<file path="config.mk">
export PLATFORM = sky130hd
export DESIGN_NAME = pci_config_address_mapper
export DESIGN_NICKNAME = d
export VERILOG_FILES = /design/src/hdl/pci_cfg_pkg.sv /design/src/hdl/bcr_store.sv /design/src/hdl/pci_config_address_mapper.sv
export VERILOG_INCLUDE_DIRS = /design/src /design/src/hdl
export SDC_FILE = /design/constraint.sdc
export NUM_CORES = 2
export LEC_CHECK = 0
export BUFFER_PORTS_ARGS = -buffer_cell sky130_fd_sc_hd__buf_2
export CAP_MARGIN = 20
export CORE_MARGIN = 8
export CORE_UTILIZATION = 38
export CTS_CLUSTER_SIZE = 16
export DETAILED_ROUTE_END_ITERATION = 8
export MAX_ROUTING_LAYER = met4
export PLACE_DENSITY = 0.52
export SLEW_MARGIN = 30
export SYNTH_ARGS = -nofsm -noshare
export SYNTH_HDL_FRONTEND = slang
export SYNTH_SLANG_ARGS = --single-unit
</file>
<file path="constraint.sdc">
create_clock -name i_ref_clk -period 5.85 [get_ports i_ref_clk]
set_clock_uncertainty 0.05 [all_clocks]
set_input_delay 0.585 -clock i_ref_clk [delete_from_list [all_inputs] [get_ports i_ref_clk]]
set_output_delay 0.585 -clock i_ref_clk [all_outputs]
set_load 0.05 [all_outputs]
</file>
<file path="src/hdl/pci_cfg_map.svh">
// constants for the processor-to-pci configuration address mapper
//
// Contract
// - An unclaimed read completes normally and returns all ones instead of an error.
// - The window at 8080_08xx selects the isa bridge on AD11, the three slot windows AD12 to AD14.
// - The configuration decode is the same in contiguous and non-contiguous i/o mode.
// - Configuration address bits 2 to 23 go to pci unchanged, apart from undoing the little-endian swizzle; the rest are zero.
// - The two lowest pci address bits are zero on every configuration cycle in either endian mode.
// - Processor address bits 8 to 10 land on pci bits 8 to 10 and pick the adaptor function.
// - Both type 0 and type 1 configuration cycles can be generated.
// - A motherboard register is reached by one single processor transfer.
// - The bridge's own control registers take an index write and then a data transfer.
`ifndef PCI_CFG_MAP_SVH
`define PCI_CFG_MAP_SVH

// ****************************************************************
// address windows
// ****************************************************************
`define CFG_WIN_HI 16'h8080
`define IO_WIN_HI 9'h100
`define PORT_IDX 16'h0CF8
`define PORT_DATA 16'h0CFC
`define IDX_EN_BIT 31
`define ALL_ONES 32'hFFFF_FFFF

// ****************************************************************
// little-endian swizzle masks per access size
// ****************************************************************
`define MUNGE_BYTE 3'h7
`define MUNGE_HALF 3'h6
`define MUNGE_WORD 3'h4
`define MUNGE_DBL 3'h0

// ****************************************************************
// timing
// ****************************************************************
`define CLK_PERIOD_NS 8
`define ABORT_NS 40
`define ABORT_CYC ((`ABORT_NS + `CLK_PERIOD_NS - 1) / `CLK_PERIOD_NS)

`endif

</file>
<file path="src/hdl/pci_cfg_pkg.sv">
// types shared by the configuration address mapper
package pci_cfg_pkg;
  typedef enum logic [1:0] {
    KIND_IO = 2'b00,
    KIND_CFG0 = 2'b01,
    KIND_CFG1 = 2'b10
  } kind_type;

  typedef enum logic [1:0] {
    ST_IDLE = 2'b00,
    ST_BUS = 2'b01,
    ST_CTRL = 2'b10,
    ST_RESP = 2'b11
  } state_type;
endpackage

</file>
<file path="src/hdl/bcr_store.sv">
// storage for the indexed bridge control registers
`timescale 1ns/1ns
`default_nettype none
module ctrl_reg_store (
  input wire logic i_ref_clk,
  input wire logic i_rst,
  input wire logic i_wr_en,
  input wire logic [5:0] i_addr,
  input wire logic [31:0] i_wdata,
  output logic [31:0] o_rdata
);
  logic [31:0] mem_ff [0:63];
  logic [31:0] rdata_ff;

  // array itself carries no reset, contents are undefined until written
  always_ff @(posedge i_ref_clk) begin
    if (i_wr_en) begin
      mem_ff[i_addr] <= i_wdata;
    end
  end

  always_ff @(posedge i_ref_clk) begin
    if (i_rst) begin
      rdata_ff <= 32'h0000_0000;
    end else begin
      rdata_ff <= mem_ff[i_addr];
    end
  end

  assign o_rdata = rdata_ff;
endmodule // ctrl_reg_store
`default_nettype wire

</file>
<file path="src/hdl/pci_config_address_mapper.sv">
// processor loads and stores turned into pci configuration and i/o cycles
`timescale 1ns/1ns
`default_nettype none
`include "pci_cfg_map.svh"
module pci_config_address_mapper
  import pci_cfg_pkg::*;
(
  input wire logic i_ref_clk,
  input wire logic i_rst,
  input wire logic i_le_mode,
  input wire logic i_noncontig,
  input wire logic i_req_valid,
  input wire logic i_req_write,
  input wire logic [1:0] i_req_size,
  input wire logic [31:0] i_req_addr,
  input wire logic [31:0] i_req_wdata,
  output logic o_req_ready,
  output logic o_rsp_valid,
  output logic [31:0] o_rsp_rdata,
  output logic o_cyc_valid,
  output kind_type o_cyc_kind,
  output logic o_cyc_write,
  output logic [31:0] o_cyc_addr,
  output logic [31:0] o_cyc_wdata,
  output logic [3:0] o_idsel,
  input wire logic i_cyc_claim,
  input wire logic i_cyc_done,
  input wire logic [31:0] i_cyc_rdata
);
  localparam logic [3:0] ABORT_LAST = 4'(`ABORT_CYC - 1);

  state_type state_ff, nxt_state;
  kind_type kind_ff, nxt_kind;
  logic write_ff, nxt_write;
  logic [31:0] addr_ff, nxt_addr;
  logic [31:0] wdata_ff, nxt_wdata;
  logic [31:0] rdata_ff, nxt_rdata;
  logic [31:0] idx_ff, nxt_idx;
  logic claimed_ff, nxt_claimed;
  logic abort_ff, nxt_abort;
  logic [3:0] timer_ff, nxt_timer;
  logic [31:0] ctrl_rdata;

  // ****************************************************************
  // request decode
  // ****************************************************************
  wire take = i_req_valid && o_req_ready;
  wire [2:0] munge_mask = (i_req_size == 2'h0) ? `MUNGE_BYTE :
                          (i_req_size == 2'h1) ? `MUNGE_HALF :
                          (i_req_size == 2'h2) ? `MUNGE_WORD : `MUNGE_DBL;
  wire [2:0] low3 = i_le_mode ? (i_req_addr[2:0] ^ munge_mask) : i_req_addr[2:0];
  // mode input deliberately absent from the configuration decode
  wire cfg_win = (i_req_addr[31:16] == `CFG_WIN_HI);
  wire [3:0] win_idsel = i_req_addr[14:11];
  wire cfg_hit = cfg_win && (win_idsel != 4'h0);
  // several selects at once is left to software; all are forwarded as given
  wire [31:0] cfg0_addr = {8'h00, i_req_addr[23:3], low3[2], 2'b00};
  wire io_win = (i_req_addr[31:23] == `IO_WIN_HI);
  wire [15:0] port_contig = {i_req_addr[15:3], low3};
  wire [15:0] port_paged = {i_req_addr[22:12], i_req_addr[4:3], low3};
  wire [15:0] io_port = i_noncontig ? port_paged : port_contig;
  wire idx_port = io_win && (io_port == `PORT_IDX);
  wire data_port = io_win && (io_port == `PORT_DATA);
  wire idx_live = idx_ff[`IDX_EN_BIT];
  // nonzero bus number reaches agents behind a pci-to-pci bridge
  wire type1 = idx_live && (idx_ff[23:16] != 8'h00);
  wire [31:0] cfg1_addr = {8'h00, idx_ff[23:2], 2'b00};
  wire ctrl_wr = take && data_port && !type1 && i_req_write;
  wire claim_now = claimed_ff || i_cyc_claim;
  wire abort_now = !claim_now && (timer_ff == ABORT_LAST);

  // ****************************************************************
  // sequencing
  // ****************************************************************
  always_comb begin
    nxt_state = state_ff;
    nxt_kind = kind_ff;
    nxt_write = write_ff;
    nxt_addr = addr_ff;
    nxt_wdata = wdata_ff;
    nxt_rdata = rdata_ff;
    nxt_idx = idx_ff;
    nxt_claimed = claimed_ff;
    nxt_abort = abort_ff;
    nxt_timer = timer_ff;
    case (state_ff)
      ST_IDLE: begin
        if (take) begin
          nxt_write = i_req_write;
          nxt_wdata = i_req_wdata;
          nxt_claimed = 1'b0;
          nxt_abort = 1'b0;
          nxt_timer = 4'h0;
          if (idx_port) begin
            // index write only selects, data moves on the next transfer
            nxt_rdata = idx_ff;
            if (i_req_write) begin
              nxt_idx = i_req_wdata;
            end
            nxt_state = ST_RESP;
          end else if (data_port && type1) begin
            nxt_kind = KIND_CFG1;
            nxt_addr = cfg1_addr;
            nxt_state = ST_BUS;
          end else if (data_port) begin
            nxt_state = ST_CTRL;
          end else if (cfg_hit) begin
            nxt_kind = KIND_CFG0;
            nxt_addr = cfg0_addr;
            nxt_state = ST_BUS;
          end else if (io_win) begin
            // one processor transfer becomes one i/o cycle
            nxt_kind = KIND_IO;
            nxt_addr = {16'h0000, io_port};
            nxt_state = ST_BUS;
          end else begin
            nxt_rdata = `ALL_ONES;
            nxt_abort = 1'b1;
            nxt_state = ST_RESP;
          end
        end
      end
      ST_BUS: begin
        nxt_timer = timer_ff + 4'h1;
        if (i_cyc_claim) begin
          nxt_claimed = 1'b1;
        end
        if (i_cyc_done && claim_now) begin
          nxt_rdata = i_cyc_rdata;
          nxt_state = ST_RESP;
        end else if (abort_now) begin
          // nobody answered: finish quietly so a device scan can go on
          nxt_rdata = `ALL_ONES;
          nxt_abort = 1'b1;
          nxt_state = ST_RESP;
        end
      end
      ST_CTRL: begin
        nxt_rdata = ctrl_rdata;
        nxt_state = ST_RESP;
      end
      ST_RESP: begin
        nxt_state = ST_IDLE;
      end
      default: begin
        nxt_state = ST_IDLE;
      end
    endcase
  end

  always_ff @(posedge i_ref_clk) begin
    if (i_rst) begin
      state_ff <= ST_IDLE;
      kind_ff <= KIND_IO;
      write_ff <= 1'b0;
      addr_ff <= 32'h0000_0000;
      wdata_ff <= 32'h0000_0000;
      rdata_ff <= 32'h0000_0000;
      idx_ff <= 32'h0000_0000;
      claimed_ff <= 1'b0;
      abort_ff <= 1'b0;
      timer_ff <= 4'h0;
    end else begin
      state_ff <= nxt_state;
      kind_ff <= nxt_kind;
      write_ff <= nxt_write;
      addr_ff <= nxt_addr;
      wdata_ff <= nxt_wdata;
      rdata_ff <= nxt_rdata;
      idx_ff <= nxt_idx;
      claimed_ff <= nxt_claimed;
      abort_ff <= nxt_abort;
      timer_ff <= nxt_timer;
    end
  end

  ctrl_reg_store u_ctrl (
    .i_ref_clk(i_ref_clk),
    .i_rst(i_rst),
    .i_wr_en(ctrl_wr),
    .i_addr(idx_ff[7:2]),
    .i_wdata(i_req_wdata),
    .o_rdata(ctrl_rdata)
  );

  // ****************************************************************
  // outputs
  // ****************************************************************
  wire in_bus = (state_ff == ST_BUS);
  assign o_req_ready = (state_ff == ST_IDLE);
  assign o_rsp_valid = (state_ff == ST_RESP);
  assign o_rsp_rdata = rdata_ff;
  assign o_cyc_valid = in_bus;
  assign o_cyc_kind = kind_ff;
  assign o_cyc_write = write_ff;
  assign o_cyc_addr = addr_ff;
  assign o_cyc_wdata = wdata_ff;
  assign o_idsel = (in_bus && kind_ff == KIND_CFG0) ? addr_ff[14:11] : 4'h0;
endmodule // pci_config_address_mapper
`default_nettype wire

</file>
; After elaboration in Yosys (flattened, before gate mapping)
; Memories as Yosys holds them, arrays and structs flattened. A register that Yosys moved wholly into a read port is not among the register bits.
; Cells that the tools add are included.
[word_totals]
ff_bits = 138
ramBits = 2048
word_cells = 100
n_memories = 1
[classes]
addsub = 1
n_eq_ne = 19
muxes = 39
bitwise = 2
n_reduce_logical = 29
[mem_list]
columns = memory, depth, width, rd, rd_ports_with_merged_regs, write_ports, line_no
row1 = u_ctrl.mem_ff, 64, 32, 1, 1, 1, bcr_store.sv:12  ; logic [31:0] mem_ff [0:63];
[ops]
columns = operator, count
row1 = $mux W32, 12
row2 = $pmux W32 S3, 1
row3 = $eq A16 B12 Y1 const B, 2
row4 = $mux W2, 12
row5 = $eq A16 B16 Y1 const B, 1
row6 = $mux W16, 1
row7 = $logic_and A1 B1 Y1, 12
row8 = $mux W3, 4
row9 = $eq A9 B9 Y1 const B, 1
row10 = $ne A3 B2 Y1 const B, 3
row11 = $mux W4, 2
row12 = $pmux W2 S4, 1
row13 = $pmux W4 S2, 1
row14 = $reduce_bool A8 Y1, 1
row15 = $reduce_and A7 Y1, 1
row16 = $eq A2 B1 Y1 const B, 3
row17 = $eq A2 B2 Y1 const B, 3
row18 = $ne A3 B3 Y1 const B, 2
row19 = $reduce_and A2 Y1, 3
row20 = $reduce_bool A3 Y1, 2
row21 = $reduce_and A5 Y1, 1
row22 = $add A4 B1 Y4 const B, 1
row23 = $eq A4 B3 Y1 const B, 1
row24 = $logic_not A2 Y1, 2
row25 = 12 further kinds, 17

; Logic depth before layout (Yosys ltp)
[depth]
depth_word = 14
ltp_mapped = 11
mapped_depth_nobuf = 8

; Cells and area by module
; Synthesis repeated with hierarchy kept, for this count alone.
[unflattened]
cells_unflattened = 5371
hier_area_um2 = 85400.7
[by_module_without_submodules]
columns = mod, n_inst, cells_per_inst, area_each_um2
row1 = ctrl_reg_store, 1, 4484, 78963.2
row2 = pci_config_address_mapper, 1, 887, 6437.4

; Worst setup path after synthesis
; OpenSTA, ideal clock, no wires.
[synth_path]
path_type = input to register
from = input port i_req_addr[19]
to = memory u_ctrl.mem_ff[55][0], enable pin
arrival_ns = 4.225
required_ns = 5.379
path_slack_ns = 1.153
stages = 6
n_path_buf = 0
cell_sequence = or4_1 -> or4_4 -> a2111o_1 -> nor4b_4 -> nand3_1 -> nor2_1
[synth_via]
elab_chain_len = 8
[synth_lines]
columns = element, line_no
row1 = start: declaration, pci_config_address_mapper.sv:15  ; input wire logic [31:0] i_req_addr,
row2 = $mux W16, pci_config_address_mapper.sv:61  ; wire [15:0] io_port = i_noncontig ? port_paged : port_contig;
row3 = $eq A16 B12 Y1 (no source line), n/a
row4 = $logic_and A1 B1 Y1, pci_config_address_mapper.sv:63  ; wire data_port = io_win && (io_port == `PORT_DATA);
row5 = $logic_and A1 B1 Y1 (3 in series), pci_config_address_mapper.sv:68  ; wire ctrl_wr = take && data_port && !type1 && i_req_write;
row6 = $mux W1, bcr_store.sv:17  ; if (i_wr_en) begin
row7 = $mux W1 (not written as such), bcr_store.sv:18  ; mem_ff[i_addr] <= i_wdata;
row8 = end: declaration, bcr_store.sv:12
; Every way passes these cells.

; Worst setup path in the final report
[layout_path]
from = input port i_req_addr[21]
to = memory u_ctrl.mem_ff[60][6], enable pin
; Same word-level chain as after synthesis.

==> results.tsv <==
stage	metric	value	unit
critical_path	r2r_setup_slack	1.51	ns
synth	synth_flop_cell	edfxtp_1	
critical_path	crit_arrival	5.08	ns
power	p_per_area	338	mW/mm^2
critical_path	r2r_start	idx_ff[2]	
power	ir_worst_vdd	0.310	mV
placed_design	io_buffers	203	
timing	fin_crit_sh	0.786	
critical_path	r2r_cells	7	
placed_design	gp_congestion	0.963	
drt	vias	52341	
global_routing	grt-busiest-layer	met2	
timing	finalSetupTns	0	ns
cts	clkTransAtPathRegs	0.06	ns
critical_path	cp_max_fo	20	
drt	drt_iter0_markers	7777	
placed_design	place_hpwl	193000	um
critical_path	r2r_end	u_ctrl.o_rdata[3]	
floorplan	die_x	491	um
synth	ys_warn_count	0	
cts	worstSkewPairLatency	0.88	ns
cts	clock_path_buffers	3	
synth	netlist_top_cells_count	edfxtp_1, nand2_1, clkbuf_1	
critical_path	critPathRequiredTime	6.33	ns
critical_path	path_class	in -> reg	
timing	fmax	217	MHz
timing	worst_pin_slew	1.15	ns
timing	final_max_slew_viol_count	0	
synth	ys_top_cells_by_area	edfxtp_1, mux4_2, dfxtp_1	
placed_design	placedInstanceArea	0.0922	mm^2
synth	avgSynthCellArea	17.2	um^2
drt	viasPerCell	6.13	
critical_path	startpoint_type	input pin	
hold_path	worstHoldEndpoint	o_cyc_addr[8]	
synth	synth_top_area_frac	0.719	
drt	ant_nets	0	
timing	setup_viol	0	
outcome	outcome	finished clean	
timing	fin_crit	4.60	ns
global_routing	grt_first_pass_wirelength	426000	um
timing	finalHoldViolCount	0	
global_routing	use_met3	0.0533	
global_routing	met2_usage	0.383	
synth	synth_cells	4987	
drt	drc_errors	0	
synth	yosysSeqAreaShare	0.756	
synth	synth_top_area_cell	edfxtp_1	
drt	post_drt_wl_per_cell	36.5	um
global_routing	antenna_found_initial	25	
cts	cts_buffers	225	
timing	rsz0062_at_grt	no	
synth	ys_ff_latch	2210	
global_routing	grt_overflow	0	
hold_path	min_path_cells	3	
critical_path	cp-end-kind	register	
global_routing	use_met1	0.354	
synth	synth-edff-count	2048	
layout	post-route-util	0.444	
global_routing	grt_max_degree	92	
layout	drive_above_1_share	0.226	
layout	stdcell_area	0.0996	mm^2
flow_run	drv_cap	0	
cts	cts_tree	yes	
cts	clock-sinks	2210	
hold_path	min_from	i_req_addr[8]	
cts	htreeDepth	4	
power	static-leakage-power	31.1	nW
global_routing	grt_pass1_vias	49902	
floorplan	rows	174	
drt	routed_wl	312000	um
layout	final_net_count	5456	
floorplan	core_area	0.224	mm^2
cts	clockRootBuffer	clkbuf_16	
synth	yosysMostFrequentCell	edfxtp_1	
floorplan	die_area	0.241	mm^2
global_routing	track_usage	0.257	
timing	slew_headroom	0.237	
synth	ys_async_sr_fraction	0	
floorplan	initial_core_util	0.381	
floorplan	pin_count	212	
synth	synthDistinctLibCells	76	
synth	netlist_area	0.0856	mm^2
drt	drt-pass1-iter-count	6	
hold_path	hold_path_class	in -> reg	
floorplan	die_h	491	um
layout	areaGrowthSynthToFinish	16.3	%
per-stage QoR:
step | setup WS, ns | hold slack [ns] | instances | total power, mW
floorplan | 1.15 | 0.383 | 4994 | 19.1
global placement | 0.944 | 0.389 | 8088 | 19.9
detailed placement | 0.937 | 0.394 | 8095 | 19.9
CTS | 1.35 | 0.00715 | 8522 | 33.8
global route | 1.25 | 0.0550 | 8532 | 34.6
finish | 1.25 | 0.0696 | 8538 | 33.7
report_power, final:
| part | internal (mW) | total (mW) | switching (mW) |
|---|---|---|---|
| sequential | 17.4 | 17.5 | 0.0883 |
| combinational | 0.496 | 2.13 | 1.63 |
| clock | 7.85 | 14.1 | 6.20 |
kinds of logic after synthesis:
kind of cell,after synthesis,synth area share
AO/OA/AOI/OAI,1082,0.0894
multiplexers,582,0.0971
buffers and inverters,385,0.0180
adder cells (fa/ha/maj),7,0.00102
flip-flops,2210,0.756
AND/OR/NAND/NOR,716,0.0375
XOR/XNOR,4,0.000409
other,1,0.0000438
critical path, stage by stage:
cell           delay [ns]
dlygate4sd3_1        0.54
buf_2                0.14
or4_1                0.46
or4_4                0.55
a2111o_1             0.56
nor4b_4              0.40
buf_4                0.29
nand3_1              0.38
buf_4                0.40
nor2_4               0.47
buf_12               0.25
per-layer routing:
| metal | part of all wire | vias up |
|---|---|---|
| met3 | 0.10 | 504 |
| met1 | 0.41 | 27563 |
| met4 | 0.038 | 0 |
| met5 | 0 | - |
| li1 | - | 21037 |
| met2 | 0.45 | 3237 |
what timing repair did:
item / in CTS / in global routing
endpoints found under the hold margin: 26 / 0
gates resized for setup: 0 / 0
hold buffers: 9 / 0
buffers inserted: 0 / 0
layout by cell type (no fill, tap or decap), types with 135 or more instances in the layout:
cell type and n:
clkbuf_16 228, edfxtp_1 2048, nand2_1 315, mux2i_1 232
buf_4 238, mux2_2 168, buf_2 199, dfxtp_1 159
a221oi_1 185, a22oi_1 138, mux4_2 182, a21oi_1 214
o21ai_0 135
final cells by class:
cell class | instances | area (um^2)
fill | 19598 | 125000
antenna | 12 | 30.0
tap | 2992 | 3740
timing repair buffer | 495 | 3840
clock inverter | 134 | 1160
multi-input combinational | 2399 | 20000
inverter | 12 | 56.3
clock buffer | 284 | 5960
sequential | 2210 | 64800
registers in the layout, indices dropped and copies added, names as in the netlist:
name,cells
u_ctrl.mem_ff,2048
idx_ff,32
o_cyc_wdata,32
o_rsp_rdata,32
u_ctrl.o_rdata,32
o_cyc_addr,24
timer_ff,4
o_cyc_kind,2
state_ff,2
claimed_ff,1
o_cyc_write,1
worst max-delay path by stage:
| stage | from | endpoint | slack [ns] |
|---|---|---|---|
| CTS | i_req_addr[21] | u_ctrl.mem_ff[60][13] | 1.35 |
| global placement | i_req_addr[19] | u_ctrl.mem_ff[55][15] | 0.94 |
| floorplan | i_req_addr[19] | u_ctrl.mem_ff[55][0] | 1.15 |
| finish | i_req_addr[21] | u_ctrl.mem_ff[60][6] | 1.25 |
| detailed placement | i_req_addr[19] | u_ctrl.mem_ff[60][9] | 0.94 |
| global route | i_req_addr[21] | u_ctrl.mem_ff[60][6] | 1.25 |
(Power assumes the default switching activity.)
